### src/plc_regs.svh
`ifndef PLC_REGS_SVH
`define PLC_REGS_SVH
// Register indices (printed offsets are not all multiples of four)
`define PLC_IDX_CP        4'h9
`define PLC_IDX_CAL       4'hA
`define PLC_IDX_PD        4'hB
`define PLC_IDX_EXACT     4'hC
// Reset values
`define PLC_RST_CP        24'h547264
`define PLC_RST_CAL       24'h002046
`define PLC_RST_PD        24'h07C021
`define PLC_RST_EXACT     24'h000000
// Charge pump register fields
`define PLC_CP_DN_LSB     0
`define PLC_CP_DN_MSB     6
`define PLC_CP_UP_LSB     7
`define PLC_CP_UP_MSB     13
`define PLC_CP_OFS_LSB    14
`define PLC_CP_OFS_MSB    20
`define PLC_CP_OFS_UP     21
`define PLC_CP_OFS_DN     22
`define PLC_CP_HIK        23
// Calibration register fields
`define PLC_CAL_LEN_LSB   0
`define PLC_CAL_LEN_MSB   2
`define PLC_CAL_DIS       11
`define PLC_CAL_CLK_LSB   13
`define PLC_CAL_CLK_MSB   14
// Phase detector register fields
`define PLC_PD_INV        4
`define PLC_PD_UP_EN      5
`define PLC_PD_DN_EN      6
`define PLC_PD_F_UP       9
`define PLC_PD_F_DN       10
`define PLC_PD_F_MID      11
// Divider ratios for the calibration clock select
`define PLC_DIV_0         6'h01
`define PLC_DIV_1         6'h04
`define PLC_DIV_2         6'h10
`define PLC_DIV_3         6'h20
// Measurement lengths in reference-divider cycles
`define PLC_MEAS_0        9'h001
`define PLC_MEAS_1        9'h002
`define PLC_MEAS_2        9'h004
`define PLC_MEAS_3        9'h008
`define PLC_MEAS_4        9'h020
`define PLC_MEAS_5        9'h040
`define PLC_MEAS_6        9'h080
`define PLC_MEAS_7        9'h100
`define PLC_EXACT_INVALID 24'h000001
`define PLC_PSLVERR_OK    1'b0
`endif

### src/plc_pkg.sv
package plc_pkg;
    typedef logic [23:0] plc_word_t;
    typedef logic [6:0]  plc_code_t;
    typedef enum logic [3:0] {
        PLC_PUMP_NORMAL = 4'b0001,
        PLC_PUMP_UP     = 4'b0010,
        PLC_PUMP_DN     = 4'b0100,
        PLC_PUMP_MID    = 4'b1000
    } plc_pump_e;
endpackage

### src/plc_loop_cfg.sv
`include "plc_regs.svh"
// Summary of operation
// - Down gain code, 7 bits at [6:0], 20 uA steps, resets to 100.
// - Up gain code, 7 bits at [13:7], 20 uA steps, resets to 100.
// - Offset magnitude code at [20:14], 5 uA steps, resets to 81.
// - Bit 21 applies offset upward when set; resets to zero.
// - Bit 22 applies offset downward when set; resets to one.
// - Bit 23 selects high-current pump mode adding 3 mA.
// - Three-bit code picks 1,2,4,8,32,64,128,256 measurement cycles; reset 6.
// - Bit 11 set disables automatic calibration; resets to zero.
// - Two-bit select divides reference by 1,4,16,32; reset 1; at most 50 MHz.
// - Phase-select bit inverts detector polarity; resets to zero.
// - Up pulses reach the pump only while up enable is set.
// - Down pulses reach the pump only while down enable is set.
// - Force-up holds up on unless forced down; force-down likewise.
// - Mid-rail forcing applies only when neither force-up nor force-down.
// - Channel count zero disables exact mode; one is invalid; two up valid.
// - Exact mode gives zero error at multiples of the correction rate.
module plc_loop_cfg (
    // Clock and reset
    input  wire logic               mclk,
    input  wire logic               rst_n,
    // APB slave
    input  wire logic               psel,
    input  wire logic               penable,
    input  wire logic               pwrite,
    input  wire logic [7:0]         paddr,
    input  wire logic [31:0]        pwdata,
    input  wire logic [3:0]         pstrb,
    output logic      [31:0]        prdata,
    output logic                    pready,
    output logic                    pslverr,
    // Charge pump settings
    output plc_pkg::plc_code_t      charge_pump_dn_gain,
    output plc_pkg::plc_code_t      charge_pump_up_gain,
    output plc_pkg::plc_code_t      charge_pump_offset,
    output logic                    charge_pump_offset_up,
    output logic                    charge_pump_offset_dn,
    output logic                    high_current_pump_mode,
    // Calibration machine settings
    output logic      [8:0]         cal_meas_cycles,
    output logic                    cal_enable,
    output logic      [5:0]         internal_serial_clock_div,
    // Phase detector pulses and pump drive
    input  wire logic               phase_detector_up,
    input  wire logic               phase_detector_dn,
    output logic                    charge_pump_up,
    output logic                    charge_pump_dn,
    output logic                    charge_pump_mid_rail,
    // Exact frequency modulator settings
    output plc_pkg::plc_word_t      exact_channels,
    output logic                    exact_mode_active,
    output logic                    exact_value_invalid
);
    import plc_pkg::*;

    plc_word_t cp_r;
    plc_word_t cal_r;
    plc_word_t pd_r;
    plc_word_t exact_r;
    logic [31:0] prdata_nxt;
    logic        up_s1_r;
    logic        up_s2_r;
    logic        dn_s1_r;
    logic        dn_s2_r;
    plc_pump_e   pump_state;
    localparam plc_word_t CP_RST = `PLC_RST_CP;

    function automatic plc_word_t merge_bytes(input plc_word_t old_v,
                                              input logic [31:0] wd,
                                              input logic [3:0] strb);
        plc_word_t res;
        res = old_v;
        for (int i = 0; i < 3; i++) begin
            if (strb[i]) begin
                res[i*8 +: 8] = wd[i*8 +: 8];
            end
        end
        return res;
    endfunction

    // Decode: byte address is four times the printed index
    wire logic        addr_aligned = (paddr[1:0] == 2'h0);
    wire logic [5:0]  word_idx     = paddr[7:2];
    wire logic        hit_cp    = addr_aligned && (word_idx == {2'h0, `PLC_IDX_CP});
    wire logic        hit_cal   = addr_aligned && (word_idx == {2'h0, `PLC_IDX_CAL});
    wire logic        hit_pd    = addr_aligned && (word_idx == {2'h0, `PLC_IDX_PD});
    wire logic        hit_exact = addr_aligned && (word_idx == {2'h0, `PLC_IDX_EXACT});
    wire logic        hit_any   = hit_cp | hit_cal | hit_pd | hit_exact;
    // Access phase completes two cycles after penable rises (one wait state); pready is registered
    wire logic        access    = psel && penable && !pready;
    wire logic        wr_go     = access && pwrite;

    wire plc_word_t   rd_word = hit_cp    ? cp_r :
                                hit_cal   ? cal_r :
                                hit_pd    ? pd_r :
                                hit_exact ? exact_r : 24'h000000;

    // Whole register stored at once, so outputs never see half a write
    always_ff @(posedge mclk) begin
        if (!rst_n) begin
            cp_r    <= `PLC_RST_CP;
            cal_r   <= `PLC_RST_CAL;
            pd_r    <= `PLC_RST_PD;
            exact_r <= `PLC_RST_EXACT;
        end else if (wr_go) begin
            // Reserved bits are stored as written and read back unchanged
            if (hit_cp)    cp_r    <= merge_bytes(cp_r, pwdata, pstrb);
            if (hit_cal)   cal_r   <= merge_bytes(cal_r, pwdata, pstrb);
            if (hit_pd)    pd_r    <= merge_bytes(pd_r, pwdata, pstrb);
            if (hit_exact) exact_r <= merge_bytes(exact_r, pwdata, pstrb);
        end
    end

    assign prdata_nxt = (access && !pwrite) ? {8'h00, rd_word} : 32'h00000000;

    always_ff @(posedge mclk) begin
        if (!rst_n) begin
            pready  <= 1'b0;
            pslverr <= 1'b0;
            prdata  <= 32'h00000000;
        end else begin
            pready  <= access;
            // Unmapped address answers with an error and zero data
            pslverr <= access && !hit_any;
            prdata  <= prdata_nxt;
        end
    end

    // Field decode
    wire logic [2:0] meas_code = cal_r[`PLC_CAL_LEN_MSB:`PLC_CAL_LEN_LSB];
    wire logic [1:0] clk_code  = cal_r[`PLC_CAL_CLK_MSB:`PLC_CAL_CLK_LSB];
    wire logic [8:0] meas_nxt  = (meas_code == 3'h0) ? `PLC_MEAS_0 :
                                 (meas_code == 3'h1) ? `PLC_MEAS_1 :
                                 (meas_code == 3'h2) ? `PLC_MEAS_2 :
                                 (meas_code == 3'h3) ? `PLC_MEAS_3 :
                                 (meas_code == 3'h4) ? `PLC_MEAS_4 :
                                 (meas_code == 3'h5) ? `PLC_MEAS_5 :
                                 (meas_code == 3'h6) ? `PLC_MEAS_6 :
                                                       `PLC_MEAS_7;
    wire logic [5:0] div_nxt   = (clk_code == 2'h0) ? `PLC_DIV_0 :
                                 (clk_code == 2'h1) ? `PLC_DIV_1 :
                                 (clk_code == 2'h2) ? `PLC_DIV_2 :
                                                      `PLC_DIV_3;

    // Pump forcing priority: up/down force over mid rail over normal
    wire logic f_up  = pd_r[`PLC_PD_F_UP];
    wire logic f_dn  = pd_r[`PLC_PD_F_DN];
    wire logic f_mid = pd_r[`PLC_PD_F_MID];
    wire plc_pump_e pump_nxt = (f_up && !f_dn) ? PLC_PUMP_UP :
                               (f_dn && !f_up) ? PLC_PUMP_DN :
                               (f_mid && !f_up && !f_dn) ? PLC_PUMP_MID :
                               PLC_PUMP_NORMAL;
    // Both forces set cancel each other; pump then follows the detector

    // Detector polarity swap before gating
    wire logic inv    = pd_r[`PLC_PD_INV];
    wire logic pd_up  = inv ? dn_s2_r : up_s2_r;
    wire logic pd_dn  = inv ? up_s2_r : dn_s2_r;
    wire logic norm_up = pd_up && pd_r[`PLC_PD_UP_EN];
    wire logic norm_dn = pd_dn && pd_r[`PLC_PD_DN_EN];

    logic up_nxt;
    logic dn_nxt;
    logic mid_nxt;
    always_comb begin
        up_nxt  = 1'b0;
        dn_nxt  = 1'b0;
        mid_nxt = 1'b0;
        case (pump_state)
            PLC_PUMP_UP: begin
                up_nxt = 1'b1;
            end
            PLC_PUMP_DN: begin
                dn_nxt = 1'b1;
            end
            PLC_PUMP_MID: begin
                mid_nxt = 1'b1;
            end
            PLC_PUMP_NORMAL: begin
                up_nxt = norm_up;
                dn_nxt = norm_dn;
            end
            default: begin
                up_nxt = 1'b0;
            end
        endcase
    end

    // Detector pulses come from the analog side, so they are synchronised
    always_ff @(posedge mclk) begin
        if (!rst_n) begin
            up_s1_r <= 1'b0;
            up_s2_r <= 1'b0;
            dn_s1_r <= 1'b0;
            dn_s2_r <= 1'b0;
        end else begin
            up_s1_r <= phase_detector_up;
            up_s2_r <= up_s1_r;
            dn_s1_r <= phase_detector_dn;
            dn_s2_r <= dn_s1_r;
        end
    end

    always_ff @(posedge mclk) begin
        if (!rst_n) begin
            pump_state <= PLC_PUMP_NORMAL;
        end else begin
            pump_state <= pump_nxt;
        end
    end

    always_ff @(posedge mclk) begin
        if (!rst_n) begin
            charge_pump_up       <= 1'b0;
            charge_pump_dn       <= 1'b0;
            charge_pump_mid_rail <= 1'b0;
        end else begin
            charge_pump_up       <= up_nxt;
            charge_pump_dn       <= dn_nxt;
            charge_pump_mid_rail <= mid_nxt;
        end
    end

    // Field outputs registered from the stored words
    always_ff @(posedge mclk) begin
        if (!rst_n) begin
            charge_pump_dn_gain <= CP_RST[`PLC_CP_DN_MSB:`PLC_CP_DN_LSB];
            charge_pump_up_gain <= CP_RST[`PLC_CP_UP_MSB:`PLC_CP_UP_LSB];
            charge_pump_offset  <= CP_RST[`PLC_CP_OFS_MSB:`PLC_CP_OFS_LSB];
            charge_pump_offset_up     <= CP_RST[`PLC_CP_OFS_UP];
            charge_pump_offset_dn     <= CP_RST[`PLC_CP_OFS_DN];
            high_current_pump_mode    <= CP_RST[`PLC_CP_HIK];
            cal_meas_cycles           <= `PLC_MEAS_6;
            cal_enable                <= 1'b1;
            internal_serial_clock_div <= `PLC_DIV_1;
            exact_channels            <= `PLC_RST_EXACT;
            exact_mode_active         <= 1'b0;
            exact_value_invalid       <= 1'b0;
        end else begin
            charge_pump_dn_gain    <= cp_r[`PLC_CP_DN_MSB:`PLC_CP_DN_LSB];
            charge_pump_up_gain    <= cp_r[`PLC_CP_UP_MSB:`PLC_CP_UP_LSB];
            charge_pump_offset     <= cp_r[`PLC_CP_OFS_MSB:`PLC_CP_OFS_LSB];
            charge_pump_offset_up  <= cp_r[`PLC_CP_OFS_UP];
            charge_pump_offset_dn  <= cp_r[`PLC_CP_OFS_DN];
            high_current_pump_mode <= cp_r[`PLC_CP_HIK];
            cal_meas_cycles        <= meas_nxt;
            cal_enable             <= !cal_r[`PLC_CAL_DIS];
            internal_serial_clock_div <= div_nxt;
            exact_channels         <= exact_r;
            // Value one is not a usable count; exact mode stays off for it
            exact_mode_active      <= (exact_r != `PLC_RST_EXACT) &&
                                      (exact_r != `PLC_EXACT_INVALID);
            exact_value_invalid    <= (exact_r == `PLC_EXACT_INVALID);
        end
    end
endmodule

### config.mk
export PLATFORM = sky130hd
export DESIGN_NAME = plc_loop_cfg
export DESIGN_NICKNAME = d
export VERILOG_FILES = /design/src/plc_pkg.sv /design/src/plc_loop_cfg.sv
export VERILOG_INCLUDE_DIRS = /design/src
export SDC_FILE = /design/constraint.sdc
export NUM_CORES = 1
export LEC_CHECK = 0
export BUFFER_PORTS_ARGS = -buffer_cell sky130_fd_sc_hd__buf_2
export CAP_MARGIN = 5
export CORE_ASPECT_RATIO = 1.25
export CORE_UTILIZATION = 30
export DETAILED_ROUTE_END_ITERATION = 7
export MAX_ROUTING_LAYER = met4
export PLACE_DENSITY_LB_ADDON = 0.08
export RECOVER_POWER = 50
export REMOVE_ABC_BUFFERS = 1
export SLEW_MARGIN = 20
export SYNTH_ARGS = -nofsm -noshare
export SYNTH_HDL_FRONTEND = slang
export SYNTH_SLANG_ARGS = --single-unit
### constraint.sdc
create_clock -name mclk -period 5.6 [get_ports mclk]
set_input_delay 1.12 -clock mclk [delete_from_list [all_inputs] [get_ports mclk]]
set_output_delay 1.12 -clock mclk [all_outputs]
set_load 0.02 [all_outputs]
==> impl_metrics.env <==
export IMPL_die_area_um2=26300
export IMPL_failed_checks="capacitance limit, slew limit"
export IMPL_yosysSeqAreaShare=0.510
export IMPL_ir_worst_vdd_mv=0.194
export IMPL_grt_pass1_wl_um=31800
export IMPL_crit_slowest_cell="clkbuf_1"
export IMPL_cellPowerDensity_nw_per_um2=302
export IMPL_grt_pass1_vias=5541
export IMPL_path_max_fanout=38
export IMPL_path_clk_slew_ps=80
export IMPL_critPathCapture="prdata[10]"
export IMPL_cp_end_kind="flop"
export IMPL_crit_path_max_incr_delay_ps=1140
export IMPL_yosysWarnings=0
export IMPL_leakagePower_uw=0.00341
export IMPL_rr_worst_depth=4
export IMPL_ys_flop_type="dfxtp_1"
export IMPL_clk_path_buf_depth=2
export IMPL_drc_errors=0
export IMPL_reg2reg_slack_ps=3500
export IMPL_rows=65
export IMPL_final_antenna_net_count=0
export IMPL_dr_pass1_iters=4
export IMPL_pwr_share_clk=0.441
export IMPL_seq_area_um2=3920
export IMPL_cts_buffers=17
export IMPL_ys_ff_latch=196
export IMPL_antenna_found_initial=1
export IMPL_worstSetupPathType="in2reg"
export IMPL_drv_slew=39
export IMPL_cp_startpoint="paddr[2]"
export IMPL_fmax_mhz=272
export IMPL_power_frac_seq=0.512
export IMPL_avgSynthCellArea_um2=10.1
export IMPL_core_area_um2=25200
export IMPL_vias=5577
export IMPL_syn2layout_area_growth_pct=17.2
export IMPL_grtUsageTotal=0.164
export IMPL_mostFrequentLayoutCells="196 x dfxtp_1, 130 x nand2_1, 95 x clkbuf_1"
export IMPL_die_h_um=181
export IMPL_cts_tree="yes"
export IMPL_hold_path_class="reg2reg"
export IMPL_viasPerCell=4.56
export IMPL_min_period_ps=3670
export IMPL_layout_nets=925
export IMPL_ys_types=38
export IMPL_nFillCells=2660
export IMPL_async_reset_ff_frac=0
export IMPL_fin_setup_tns_ps=0
export IMPL_die_w_um=145
export IMPL_critPathArrivalTime_ps=4060
export IMPL_setup_ws_ps=1930
export IMPL_final_common_cell="dfxtp_1"
export IMPL_path_cells="clkbuf_1, nand2b_1, buf_4, a21oi_1, o221a_1"
export IMPL_ios=154
export IMPL_cp_required_ps=5990
export IMPL_drt_wl_total_um=20700
export IMPL_place_hpwl_um=13000
export IMPL_post_cts_buffers=0
export IMPL_cap_violations=1
export IMPL_syn_instance_count=764
export IMPL_stdcell_count=1223
export IMPL_cts_sinks=196
export IMPL_final_layout_size_suffix_gt1_frac=0.109
export IMPL_grt_start_max_net_pins=76
export IMPL_combPwrFrac=0.047
export IMPL_place_gp_congestion=0.692
export IMPL_fin_crit_sh=0.655
export IMPL_finalSetupViolations=0
export IMPL_synthesis_area_um2=7700
export IMPL_finClkSkew_ps=11.3
export IMPL_finalHoldViolations=0
export IMPL_clkLatencyLatePin_ps=450
export IMPL_timing_rr_end="prdata[9]"
export IMPL_slew_headroom=-0.0805
export IMPL_cts_resized=0
export IMPL_cts_root_buffer="clkbuf_16"
export IMPL_p_int_uw=2030
export IMPL_multi_input_area_um2=3320
export IMPL_switching_share=0.257
export IMPL_worstMarginPinSlew_ps=1620
export IMPL_synth_edf_count=0
export IMPL_htree_levels=4
export IMPL_dp_slack_ps=2010
export IMPL_start_util=0.305
export IMPL_dp_cells=1190
export IMPL_r2r_start="pready"
export IMPL_rsz0062_at_grt="false"
export IMPL_status="finished with violations"
export IMPL_cts_hold_buf=0
export IMPL_start_kind="primary input"
export IMPL_wl_per_cell_um=16.9
export IMPL_drt_iter0_markers=303
export IMPL_p_switching_uw=701
export IMPL_grt_overflow=0
export IMPL_port_buffers=133
[synthesized netlist by cell type (4+ instances only)]
library cell  instances  area (um^2)
inv_1                48          180
nor4_1                5         31.3
nand3b_1             50          375
clkbuf_1             41          154
dfxtp_1             196         3920
nand2b_1             13         81.3
buf_6                 4         45.0
mux2i_1              94          941
buf_4                11         82.6
nand4b_1              5         43.8
a21oi_1              50          250
nand2_1             130          488
or4bb_1               9          101
and2_1                4         25.0
nor4_4               12          255
nor3_1                5         25.0
buf_2                 4         20.0
o221a_1              24          270
mux2_2                4         45.0
nor2_1               10         37.5
nor2b_1              28          175
[power by group through the flow]
stage / Clock [uW] / Sequential [uW] / Combinational (uW)
final: 1200 / 1400 / 127
after global routing: 1300 / 1400 / 139
after CTS: 1240 / 1400 / 130
after detailed placement: 0 / 1430 / 129
after global placement: 0 / 1430 / 130
after floorplan: 0 / 1430 / 48.7
[flip-flops by register name (all words and copies together), names as in the netlist, 4 cells and up]
name	flops
cal_meas_cycles	8
cal_r	24
charge_pump_dn_gain	7
charge_pump_offset	7
charge_pump_up_gain	7
cp_r	24
exact_channels	24
exact_r	24
internal_serial_clock_div	4
pd_r	24
prdata	24
pump_state	4
[worst max-delay path, delay by kind of cell]
kind,cells,cell delay [ps]
buffers and inverters,2,1610
and+or+nand+nor,1,920
AOI/OAI and AO/OA,2,380
[per-layer routing]
metal	global-route usage	part of all wire	wire length, um	vias up
li1	-	-	-	2798
met1	0.205	0.47	9810	2644
met2	0.266	0.48	9920	119
met3	0.0323	0.033	691	16
met4	0.0514	0.013	275	0
met5	-	0	0	-
[how the worst min path moves through the flow]
stage / cells past startpoint / from / endpoint
after floorplan: 1 / cal_r[11] / cal_enable
after global placement: 1 / cal_r[11] / cal_enable
after detailed placement: 1 / cal_r[11] / cal_enable
after CTS: 1 / cal_r[11] / cal_enable
after global routing: 1 / cal_r[11] / cal_enable
final: 1 / cal_r[11] / cal_enable
[area by class of cell]
class	count	share of cell area
multi-input cells	469	0.368
clock inverters	14	0.0148
flip-flops and latches	196	0.435
repair buffers	142	0.0682
diodes	1	0.000277
well taps	335	0.0465
inverters	48	0.0200
clock buffers	18	0.0476
[cells by family (layout without fill, tap and decap cells)]
family                 after synthesis  after routing  synth area share
XOR/XNOR                             1              1           0.00114
AO/OA/AOI/OAI                       78             78            0.0710
buffers and inverters              109            222            0.0652
flip-flops                         196            196             0.510
multiplexers                        98             98             0.128
other                                1             12          0.000487
AND/OR/NAND/NOR                    281            281             0.224
[per-stage QoR]
stage / hold slack (ps) / utilization / total power [uW] / instance area (um^2)
global placement: 399 / 0.340 / 1560 / 8580
finish: 426 / 0.358 / 2730 / 9020
global route: 465 / 0.358 / 2840 / 9020
floorplan: 377 / - / 1480 / 7410
CTS: 428 / 0.363 / 2770 / 9140
detailed placement: 402 / 0.340 / 1560 / 8580
Note: power is estimated with default switching activity, not from simulation.
